[src/hdl/ddh_pkg.sv]
// Constants, carriers and helpers for the host configuration port.
// Assumes one system clock; all pin inputs are asynchronous to it.
package ddh_pkg;
  // ------------------------------------------------------------------
  // Register map
  // ------------------------------------------------------------------
  localparam int REG_BYTES = 40;
  localparam logic [5:0] PHASE_ONE_OFS = 6'h00;
  localparam logic [5:0] PHASE_TWO_OFS = 6'h02;
  localparam logic [5:0] TUNE_ONE_OFS = 6'h04;
  localparam logic [5:0] TUNE_TWO_OFS = 6'h0A;
  localparam logic [5:0] SWEEP_STEP_OFS = 6'h10;
  localparam logic [5:0] UPD_RATE_OFS = 6'h16;
  localparam logic [5:0] SWEEP_RATE_OFS = 6'h1A;
  localparam logic [5:0] PWR_DOWN_OFS = 6'h1D;
  localparam logic [5:0] PLL_SETUP_OFS = 6'h1E;
  localparam logic [5:0] OP_MODE_OFS = 6'h1F;
  localparam logic [5:0] OUT_PORT_OFS = 6'h20;
  localparam logic [5:0] AMP_SCALE_OFS = 6'h21;
  localparam logic [5:0] UNUSED_OFS = 6'h23;
  localparam logic [5:0] KEY_RAMP_OFS = 6'h25;
  localparam logic [5:0] AUX_DAC_OFS = 6'h26;
  localparam logic [5:0] LAST_OFS = 6'h27;
  localparam logic [7:0] UPD_RATE_LOW_RST = 8'h40;
  localparam logic [7:0] PWR_DOWN_RST = 8'h10;
  localparam logic [7:0] PLL_SETUP_RST = 8'h64;
  localparam logic [7:0] OP_MODE_RST = 8'h01;
  localparam logic [7:0] OUT_PORT_RST = 8'h20;
  localparam logic [7:0] KEY_RAMP_RST = 8'h80;
  localparam int INT_UPD_BIT = 0;
  localparam int ACC_PULSE_BIT = 7;
  localparam int SPLIT_OUT_BIT = 0;
  localparam int LSB_FIRST_BIT = 1;
  localparam int INSTR_RW_BIT = 7;
  localparam logic [4:0] MULT_MIN = 5'h04;
  localparam logic [4:0] MULT_MAX = 5'h14;
  // ------------------------------------------------------------------
  // Timing
  // ------------------------------------------------------------------
  localparam int CLK_PERIOD_PS = 10000;
  localparam int WRITE_GAP_PS = 10500;
  localparam int WRITE_GAP_CYC = (WRITE_GAP_PS + CLK_PERIOD_PS - 1) / CLK_PERIOD_PS;
  localparam logic [3:0] MRST_MIN_CYC = 4'hA;
  localparam logic [3:0] UD_PULSE_CYC = 4'h8;
  // ------------------------------------------------------------------
  // Types
  // ------------------------------------------------------------------
  typedef struct packed {
    logic mrst;
    logic reference_clock_in;
    logic ud;
    logic mode;
    logic wr_n;
    logic rd_n;
    logic [5:0] addr;
    logic [7:0] data;
  } ddh_pins_s;
  localparam ddh_pins_s PINS_IDLE = 20'h0C000;
  typedef struct packed {
    logic [5:0] base;
    logic [2:0] len;
  } ddh_span_s;
  typedef enum logic [1:0] {
    SER_INSTR = 2'b01,
    SER_DATA = 2'b10
  } ddh_ser_e;
  typedef struct packed {
    logic [13:0] phase_one;
    logic [13:0] phase_two;
    logic [47:0] tune_one;
    logic [47:0] tune_two;
    logic [47:0] sweep_step;
    logic [31:0] upd_rate;
    logic [19:0] sweep_rate;
    logic [7:0] power_down;
    logic [7:0] pll_setup;
    logic [7:0] op_mode;
    logic [7:0] out_port;
    logic [11:0] amp_scale;
    logic [7:0] key_ramp;
    logic [11:0] aux_dac;
  } ddh_ctrl_s;
  // ------------------------------------------------------------------
  // Helpers
  // ------------------------------------------------------------------
  function automatic ddh_span_s ddh_span(input logic [3:0] sa);
    case (sa)
      4'h0: ddh_span = '{PHASE_ONE_OFS, 3'h2};
      4'h1: ddh_span = '{PHASE_TWO_OFS, 3'h2};
      4'h2: ddh_span = '{TUNE_ONE_OFS, 3'h6};
      4'h3: ddh_span = '{TUNE_TWO_OFS, 3'h6};
      4'h4: ddh_span = '{SWEEP_STEP_OFS, 3'h6};
      4'h5: ddh_span = '{UPD_RATE_OFS, 3'h4};
      4'h6: ddh_span = '{SWEEP_RATE_OFS, 3'h3};
      4'h7: ddh_span = '{PWR_DOWN_OFS, 3'h4};
      4'h8: ddh_span = '{AMP_SCALE_OFS, 3'h2};
      4'h9: ddh_span = '{UNUSED_OFS, 3'h2};
      4'hA: ddh_span = '{KEY_RAMP_OFS, 3'h1};
      4'hB: ddh_span = '{AUX_DAC_OFS, 3'h2};
      default: ddh_span = '{6'h00, 3'h0};
    endcase
  endfunction
  function automatic logic [7:0] ddh_default(input logic [5:0] ofs);
    case (ofs)
      6'h19: ddh_default = UPD_RATE_LOW_RST;
      PWR_DOWN_OFS: ddh_default = PWR_DOWN_RST;
      PLL_SETUP_OFS: ddh_default = PLL_SETUP_RST;
      OP_MODE_OFS: ddh_default = OP_MODE_RST;
      OUT_PORT_OFS: ddh_default = OUT_PORT_RST;
      KEY_RAMP_OFS: ddh_default = KEY_RAMP_RST;
      default: ddh_default = 8'h00;
    endcase
  endfunction
  function automatic logic ddh_writable(input logic [5:0] ofs);
    ddh_writable = (ofs <= LAST_OFS) && (ofs != UNUSED_OFS) && (ofs != 6'h24);
  endfunction
endpackage

[src/hdl/ddh_config_port.sv]
// Host configuration port: parallel and serial access to a byte map,
// buffered writes, update-event copy, master reset.
// Assumes pins are asynchronous; the serial clock is far slower than clk_i.
`timescale 1ns/1ps
`default_nettype none
module ddh_config_port
  import ddh_pkg::*;
#(
  parameter int REF_TIMEOUT = 64
) (
  input wire logic clk_i,
  input wire logic rst_b_i,
  input wire logic ce_i,
  input wire logic mode_sel_i,
  input wire logic master_reset_i,
  input wire logic reference_clock_in_i,
  input wire logic update_strobe_i,
  output logic update_strobe_o,
  output logic update_strobe_oe_b_o,
  input wire logic write_strobe_n_i,
  input wire logic read_strobe_n_i,
  input wire logic [5:0] addr_i,
  input wire logic [7:0] data_i,
  output logic [7:0] data_o,
  output logic data_oe_b_o,
  output logic serial_out_line_o,
  output logic serial_out_line_oe_b_o,
  output logic sdio_o,
  output logic sdio_oe_b_o,
  output ddh_ctrl_s ctrl_o,
  output logic mult_valid_o,
  output logic ref_present_o
);
  // ------------------------------------------------------------------
  // Pin synchronisers
  // ------------------------------------------------------------------
  ddh_pins_s pins, s1, s2, s3, pf, pf_q;
  assign pins = '{master_reset_i, reference_clock_in_i, update_strobe_i, mode_sel_i,
                  write_strobe_n_i, read_strobe_n_i, addr_i, data_i};

  // A bit changes only once the second and third stages agree
  always_ff @(posedge clk_i or negedge rst_b_i) begin
    if (!rst_b_i) begin
      s1 <= PINS_IDLE;
      s2 <= PINS_IDLE;
      s3 <= PINS_IDLE;
      pf <= PINS_IDLE;
      pf_q <= PINS_IDLE;
    end else if (ce_i) begin
      s1 <= pins;
      s2 <= s1;
      s3 <= s2;
      pf <= (~(s2 ^ s3) & s3) | ((s2 ^ s3) & pf);
      pf_q <= pf;
    end
  end

  logic [7:0] buf_mem [0:REG_BYTES-1];
  logic [7:0] act_mem [0:REG_BYTES-1];

  // ------------------------------------------------------------------
  // Master reset and reference clock presence
  // ------------------------------------------------------------------
  logic [3:0] mrst_cnt;
  logic init_now;
  assign init_now = pf.mrst && (mrst_cnt == MRST_MIN_CYC);

  always_ff @(posedge clk_i or negedge rst_b_i) begin
    if (!rst_b_i) begin
      mrst_cnt <= 4'h0;
    end else if (ce_i) begin
      if (!pf.mrst) begin
        mrst_cnt <= 4'h0;
      end else if (mrst_cnt != MRST_MIN_CYC) begin
        mrst_cnt <= mrst_cnt + 4'h1;
      end
    end
  end

  // Presence is a watchdog on sampled edges, so very slow references look absent
  logic [7:0] ref_cnt;
  always_ff @(posedge clk_i or negedge rst_b_i) begin
    if (!rst_b_i) begin
      ref_cnt <= 8'h00;
    end else if (ce_i) begin
      if (pf.reference_clock_in != pf_q.reference_clock_in) begin
        ref_cnt <= 8'(REF_TIMEOUT);
      end else if (ref_cnt != 8'h00) begin
        ref_cnt <= ref_cnt - 8'h01;
      end
    end
  end
  assign ref_present_o = (ref_cnt != 8'h00);

  // ------------------------------------------------------------------
  // Update event generation
  // ------------------------------------------------------------------
  logic int_sel, int_tick, ext_tick, upd_event;
  logic [31:0] upd_n, upd_cnt;
  logic [3:0] pulse_cnt;
  assign int_sel = act_mem[OP_MODE_OFS][INT_UPD_BIT];
  assign upd_n = {act_mem[6'h16], act_mem[6'h17], act_mem[6'h18], act_mem[6'h19]};
  assign int_tick = int_sel && ref_present_o && (upd_cnt >= upd_n);
  assign ext_tick = !int_sel && pf.ud && !pf_q.ud;
  assign upd_event = (int_tick || ext_tick) && ref_present_o && !init_now;

  // Period is N+1 system cycles; counting stops with the reference
  always_ff @(posedge clk_i or negedge rst_b_i) begin
    if (!rst_b_i) begin
      upd_cnt <= 32'h0;
    end else if (ce_i) begin
      if (!int_sel || init_now || int_tick) begin
        upd_cnt <= 32'h0;
      end else if (ref_present_o) begin
        upd_cnt <= upd_cnt + 32'h1;
      end
    end
  end

  // Short periods retrigger the stretch and keep the pin high
  always_ff @(posedge clk_i or negedge rst_b_i) begin
    if (!rst_b_i) begin
      pulse_cnt <= 4'h0;
    end else if (ce_i) begin
      // A tick that switches to external updates still finishes its pulse
      if (init_now) begin
        pulse_cnt <= 4'h0;
      end else if (int_tick) begin
        pulse_cnt <= UD_PULSE_CYC;
      end else if (pulse_cnt != 4'h0) begin
        pulse_cnt <= pulse_cnt - 4'h1;
      end
    end
  end
  assign update_strobe_o = (pulse_cnt != 4'h0);
  assign update_strobe_oe_b_o = !int_sel && (pulse_cnt == 4'h0);

  // ------------------------------------------------------------------
  // Serial engine
  // ------------------------------------------------------------------
  ddh_ser_e ser_state;
  ddh_span_s span, next_span;
  logic [2:0] bit_cnt, byte_cnt, pos, byte_ofs;
  logic [7:0] shreg, next_shreg;
  logic rd_dir, out_bit, lsb, split, cs_n, ser_active, rise, fall, ser_wr, ser_drive;
  logic [5:0] ser_addr;
  assign lsb = act_mem[OUT_PORT_OFS][LSB_FIRST_BIT];
  assign split = act_mem[OUT_PORT_OFS][SPLIT_OUT_BIT];
  assign cs_n = pf.rd_n;
  assign ser_active = !pf.mode && !cs_n;
  assign rise = ser_active && !pf_q.wr_n && pf.wr_n;
  assign fall = ser_active && pf_q.wr_n && !pf.wr_n;
  assign pos = lsb ? bit_cnt : 3'h7 - bit_cnt;
  assign byte_ofs = lsb ? span.len - 3'h1 - byte_cnt : byte_cnt;
  assign ser_addr = span.base + {3'h0, byte_ofs};

  always_comb begin
    next_shreg = shreg;
    next_shreg[pos] = pf.addr[0];
  end
  assign next_span = ddh_span(next_shreg[3:0]);
  assign ser_wr = rise && (ser_state == SER_DATA) && !rd_dir && (bit_cnt == 3'h7);

  always_ff @(posedge clk_i or negedge rst_b_i) begin
    if (!rst_b_i) begin
      ser_state <= SER_INSTR;
      bit_cnt <= 3'h0;
      byte_cnt <= 3'h0;
      shreg <= 8'h00;
      rd_dir <= 1'b0;
      span <= '0;
    end else if (ce_i) begin
      if (init_now || pf.addr[2] || pf.mode) begin
        ser_state <= SER_INSTR;
        bit_cnt <= 3'h0;
        byte_cnt <= 3'h0;
      end else if (rise) begin
        // Pauses under chip select high, since rise needs it low
        shreg <= next_shreg;
        bit_cnt <= bit_cnt + 3'h1;
        case (ser_state)
          SER_INSTR: begin
            if (bit_cnt == 3'h7) begin
              rd_dir <= next_shreg[INSTR_RW_BIT];
              span <= next_span;
              byte_cnt <= 3'h0;
              ser_state <= (next_span.len == 3'h0) ? SER_INSTR : SER_DATA;
            end
          end
          SER_DATA: begin
            if (bit_cnt == 3'h7) begin
              byte_cnt <= byte_cnt + 3'h1;
              if (byte_cnt == span.len - 3'h1) begin
                ser_state <= SER_INSTR;
              end
            end
          end
          default: begin
            ser_state <= SER_INSTR;
          end
        endcase
      end
    end
  end

  // Read bits change on falling edges from the active copy
  always_ff @(posedge clk_i or negedge rst_b_i) begin
    if (!rst_b_i) begin
      out_bit <= 1'b0;
    end else if (ce_i) begin
      if (rise && ser_state == SER_INSTR && bit_cnt == 3'h7) begin
        out_bit <= 1'b0;
      end else if (fall && ser_state == SER_DATA && rd_dir) begin
        out_bit <= act_mem[ser_addr][pos];
      end
    end
  end

  assign ser_drive = ser_active && (ser_state == SER_DATA) && rd_dir;
  assign sdio_o = out_bit;
  assign serial_out_line_o = out_bit;
  assign sdio_oe_b_o = !(ser_drive && !split);
  assign serial_out_line_oe_b_o = !(ser_drive && split);

  // ------------------------------------------------------------------
  // Parallel port and buffer memory
  // ------------------------------------------------------------------
  logic par_wr;
  assign par_wr = pf.mode && !pf_q.wr_n && pf.wr_n;

  always_ff @(posedge clk_i or negedge rst_b_i) begin
    if (!rst_b_i) begin
      for (int i = 0; i < REG_BYTES; i++) begin
        buf_mem[i] <= ddh_default(6'(i));
      end
    end else if (ce_i) begin
      if (init_now) begin
        for (int i = 0; i < REG_BYTES; i++) begin
          buf_mem[i] <= ddh_default(6'(i));
        end
      end else if (par_wr && ddh_writable(pf.addr)) begin
        buf_mem[pf.addr] <= pf.data;
      end else if (ser_wr && ddh_writable(ser_addr)) begin
        buf_mem[ser_addr] <= next_shreg;
      end
    end
  end

  // Readback shows the active copy, one sample behind the filtered pins
  always_ff @(posedge clk_i or negedge rst_b_i) begin
    if (!rst_b_i) begin
      data_o <= 8'h00;
    end else if (ce_i) begin
      data_o <= (pf.addr <= LAST_OFS) ? act_mem[pf.addr] : 8'h00;
    end
  end
  assign data_oe_b_o = !(pf.mode && !pf.rd_n);

  // ------------------------------------------------------------------
  // Active registers
  // ------------------------------------------------------------------
  always_ff @(posedge clk_i or negedge rst_b_i) begin
    if (!rst_b_i) begin
      for (int i = 0; i < REG_BYTES; i++) begin
        act_mem[i] <= ddh_default(6'(i));
      end
    end else if (ce_i) begin
      if (init_now) begin
        for (int i = 0; i < REG_BYTES; i++) begin
          act_mem[i] <= ddh_default(6'(i));
        end
      end else if (upd_event) begin
        for (int i = 0; i < REG_BYTES; i++) begin
          act_mem[i] <= buf_mem[i];
        end
      end else if (act_mem[OP_MODE_OFS][ACC_PULSE_BIT]) begin
        // One-shot clear leaves the buffer untouched
        act_mem[OP_MODE_OFS][ACC_PULSE_BIT] <= 1'b0;
      end
    end
  end

  assign ctrl_o.phase_one = {act_mem[6'h00][5:0], act_mem[6'h01]};
  assign ctrl_o.phase_two = {act_mem[6'h02][5:0], act_mem[6'h03]};
  assign ctrl_o.tune_one = {act_mem[6'h04], act_mem[6'h05], act_mem[6'h06],
                            act_mem[6'h07], act_mem[6'h08], act_mem[6'h09]};
  assign ctrl_o.tune_two = {act_mem[6'h0A], act_mem[6'h0B], act_mem[6'h0C],
                            act_mem[6'h0D], act_mem[6'h0E], act_mem[6'h0F]};
  assign ctrl_o.sweep_step = {act_mem[6'h10], act_mem[6'h11], act_mem[6'h12],
                              act_mem[6'h13], act_mem[6'h14], act_mem[6'h15]};
  assign ctrl_o.upd_rate = upd_n;
  assign ctrl_o.sweep_rate = {act_mem[6'h1A][3:0], act_mem[6'h1B], act_mem[6'h1C]};
  assign ctrl_o.power_down = act_mem[PWR_DOWN_OFS];
  assign ctrl_o.pll_setup = act_mem[PLL_SETUP_OFS];
  assign ctrl_o.op_mode = act_mem[OP_MODE_OFS];
  assign ctrl_o.out_port = act_mem[OUT_PORT_OFS];
  assign ctrl_o.amp_scale = {act_mem[6'h21][3:0], act_mem[6'h22]};
  assign ctrl_o.key_ramp = act_mem[KEY_RAMP_OFS];
  assign ctrl_o.aux_dac = {act_mem[6'h26][3:0], act_mem[6'h27]};
  assign mult_valid_o = (act_mem[PLL_SETUP_OFS][4:0] >= MULT_MIN) &&
                        (act_mem[PLL_SETUP_OFS][4:0] <= MULT_MAX);

  logic [3:0] gap_cnt;
  always_ff @(posedge clk_i or negedge rst_b_i) begin
    if (!rst_b_i) begin
      gap_cnt <= 4'hF;
    end else if (ce_i) begin
      gap_cnt <= par_wr ? 4'h0 : ((gap_cnt == 4'hF) ? gap_cnt : gap_cnt + 4'h1);
    end
  end
endmodule
`default_nettype wire

[config.mk]
export PLATFORM = sky130hd
export DESIGN_NAME = ddh_config_port
export DESIGN_NICKNAME = d
export VERILOG_FILES = /design/src/hdl/ddh_pkg.sv /design/src/hdl/ddh_config_port.sv
export SDC_FILE = /design/constraint.sdc
export NUM_CORES = 2
export LEC_CHECK = 0
export ABC_AREA = 1
export BUFFER_PORTS_ARGS = -buffer_cell sky130_fd_sc_hd__buf_2
export CAP_MARGIN = 10
export CELL_PAD_IN_SITES_DETAIL_PLACEMENT = 1
export CELL_PAD_IN_SITES_GLOBAL_PLACEMENT = 1
export CORE_AREA = 3 3 335 337
export CTS_CLUSTER_SIZE = 25
export DETAILED_ROUTE_END_ITERATION = 6
export DIE_AREA = 0 0 338 340
export PLACE_DENSITY_LB_ADDON = 0.1
export SLEW_MARGIN = 10
export SYNTH_ARGS = -nofsm -noshare
export SYNTH_HDL_FRONTEND = slang
export SYNTH_SLANG_ARGS = --single-unit
[constraint.sdc]
create_clock -name clk_i -period 3.7 [get_ports clk_i]
set_clock_uncertainty 0.15 [all_clocks]
set_input_delay 0.37 -clock clk_i [delete_from_list [all_inputs] [get_ports clk_i]]
set_output_delay 0.37 -clock clk_i [all_outputs]
set_load 0.01 [all_outputs]
==> results.yml <==
status:
  status: "complete, but fails checks"
  violations: "setup timing"
global_routing:
  grt_pass1_wl_um: 313000
  overflow: 0
  grt_max_degree: 122
  antenna_found_initial: 7
  grt_pass1_vias: 43600
  track_usage: 0.374
synthesis:
  synthMuxAreaShare: 0.000446
  syn_area_um2: 44900
  synth_xor_area_frac: 0.00697
  synth_seq_area_share: 0.450
  yosys_register_bits: 806
  async_reset_ff_frac: 1.00
  ys_warn_count: 0
  synth_ff_type: "dfrtp_1"
  synth_common_cells: "nand2_1 (1711), dfrtp_1 (780), o21ai_0 (399)"
  yosysMostFrequentCell: "nand2_1"
  synth.avg_cell_area_um2: 7.81
  synth_compound_area_frac: 0.171
  synth_top_family_by_area: "simple AND/OR/NAND/NOR gates"
  synth_cell_type_count: 63
  syn_nets: 5824
  synth_simple_gate_area_frac: 0.239
  yosys.area_share.adder: 0.0148
  synth_edf_count: 0
  netlist_top_cells_area: "dfrtp_1 (43%), nand2_1 (14%), buf_4 (5.1%)"
  synth.largest_area_cell: "dfrtp_1"
  netlist_instances: 5749
  synth_top_cell_area_share: 0.435
finish:
  syn_to_final_growth_pct: 20.3
  drive_gt1_frac: 0.218
  n_fill_cell: 13100
  register_area_um2: 20200
  nets: 6074
  multiInputGateArea_um2: 20900
  final_area_um2: 54000
setup_path:
  slowest_stage: "fa_4"
  cp.depth: 18
  crit_family: "adder cells"
  reg2reg_depth: 18
  crit_chain: "inv_2 > ha_4 > fa_2 > o21ai_2 > inv_1 > fa_4 > buf_6 > nor3_4 > o21ai_1 > nand3_2 > nand2_2 > nand2_4 > inv_12 > buf_16 > buf_8 > o211ai_4 > nand2_1 > o21ai_1"
  reg2reg_to: "buf_mem[251]"
  critical_path.endpoint: "buf_mem[251]"
  cp-startpoint: "span[0]"
  critPathMaxStageDelay_ps: 880
  cp.required_ps: 4110
  start_kind: "flop"
  critical_path_buf_inv_count: 6
  r2r_slack_ps: -260
  critical_path_class: "reg -> reg"
  crit_path_max_fanout: 8
  worstPathArrival_ps: 4370
  end_kind: "flop"
  cpMostUsedCell: "o21ai_1"
  r2r-start: "span[0]"
drt:
  drc: 0
  drtPass1Iterations: 6
  wire_per_inst_um: 29.2
  vias_per_cell: 5.90
  drt_iter0_markers: 4567
  vias: 44600
  routed_wl_um: 221000
  ant_nets: 0
worst_hold_path:
  worst_hold_path_type: "in -> async"
power:
  power_density_nw_per_um2: 546
  leakage_nw: 25.8
  vdd_drop_max_mv: 0.440
timing:
  rsz0062_at_grt: "yes"
  slew_headroom: 0.222
  setup_viol: 321
  whs_ps: 229
  hold_viol_final: 0
  setup_tns_ps: -48870
  fmax_mhz: 253
  setup_slack_ps: -258
  min_period_ps: 3960
  fin_crit_sh: 1.07
  worst_pin_slew_ps: 1160
  final_max_slew_viol_count: 0
floorplan:
  die_h_um: 340
  design.core.area_um2: 109000
  initial_utilization: 0.411
  die_x_um: 338
  ios: 328
  dieArea_um2: 115000
  std_cell_rows: 121
cts:
  cts_tree: "yes"
  ctsLongestPathBuffers: 3
  path_clk_slew_ps: 60
  clockRootBuffer: "clkbuf_16"
  clock_sinks: 806
  cts_buffers: 95
  clk_latency_ps: 690
  htree_levels: 3
run:
  maxCapViolCount: 0
placed_design:
  dpl_cell_area_um2: 48300
  gp_congestion: 0.984
  dp_hpwl_um: 157000
  port_buffers: 327
state kept, by name (all words and copies together) (netlist names), 2 cells and up, named ones only:
signal / cells
ser_state: 2
ref_cnt: 8
s1: 20
s3: 20
shreg: 8
buf_mem: 320
byte_cnt: 3
pulse_cnt: 4
span: 9
data_o: 8
bit_cnt: 3
pf_q: 3
upd_cnt: 32
ctrl_o: 288
s2: 20
mrst_cnt: 4
act_mem: 32
worst min path at each step:
stage | startpoint | end | slack, ps
after CTS | addr_i[4] | s1[12] | 230
after detailed placement | s1[15] | s1[15] | 310
after global placement | buf_mem[39] | buf_mem[39] | 300
after global routing | data_i[3] | s1[3] | 260
after floorplan | rst_b_i | async pin | -80
final | rst_b_i | ctrl_o[231] | 230
report_power, final:
| part | internal, mW | switching (mW) | total [mW] |
|---|---|---|---|
| Sequential | 9.55 | 1.22 | 10.8 |
| Combinational | 2.81 | 6.18 | 8.99 |
| Clock | 5.72 | 4.04 | 9.76 |
| Total | 18.1 | 11.4 | 29.5 |
cells in the final DEF (no fill, tap or decap), types with 44 or more instances in the layout:
cell type / n
nand2_4: 44
clkbuf_16: 102
ha_1: 45
nand3_1: 334
buf_12: 78
o21ai_1: 212
inv_1: 345
a21oi_1: 125
dfrtp_1: 780
o21ai_0: 380
o21ai_2: 52
o22ai_1: 107
nand2_2: 57
a22oi_1: 196
nor2_1: 323
buf_4: 292
buf_2: 325
nand2_1: 1625
cell families after synthesis:
kind of cell             count (synthesis)
multiplexers                             2
AO/OA/AOI/OAI                         1264
AND/OR/NAND/NOR                       2565
adder cells (fa/ha/maj)                 52
XOR/XNOR                                34
buffers and inverters                 1026
flip-flops                             806
cell type report:
| class | count | share of cell area |
|---|---|---|
| diodes | 3 | 0.000139 |
| multi-input cells | 3926 | 0.386 |
| flip-flops and latches | 806 | 0.374 |
| well taps | 1476 | 0.0342 |
| inverters | 407 | 0.0310 |
| clock buffers | 137 | 0.0516 |
| clock inverters | 38 | 0.00780 |
| repair inverters | 6 | 0.000834 |
| repair buffers | 757 | 0.114 |
routing by layer:
metal	vias to the layer above	global-route usage	wire length, um
met2	2126	0.549	94300
met1	22600	0.530	94900
met4	2	0.146	10500
li1	19300	-	-
met5	-	0	13
met3	486	0.0910	21000
through the flow:
stage                     total power [mW]  setup WS (ps)  instances  utilization
after global placement                19.2           -726       7306        0.443
after CTS                             29.2           -242       7521        0.482
after floorplan                       15.2           53.3       5749            -
after global routing                  30.7           -367       7553        0.495
final                                 29.5           -258       7556        0.495
after detailed placement              19.3           -718       7306        0.443
timing repair:
item,CTS,global route
hold endpoints to repair,81,0
gates cloned,9,13
pin swaps,17,33
buffers inserted,10,20
resized for setup,177,270
hold buffers,22,0
setup endpoints to repair,321,321
Note: power is estimated with default switching activity, not from simulation.
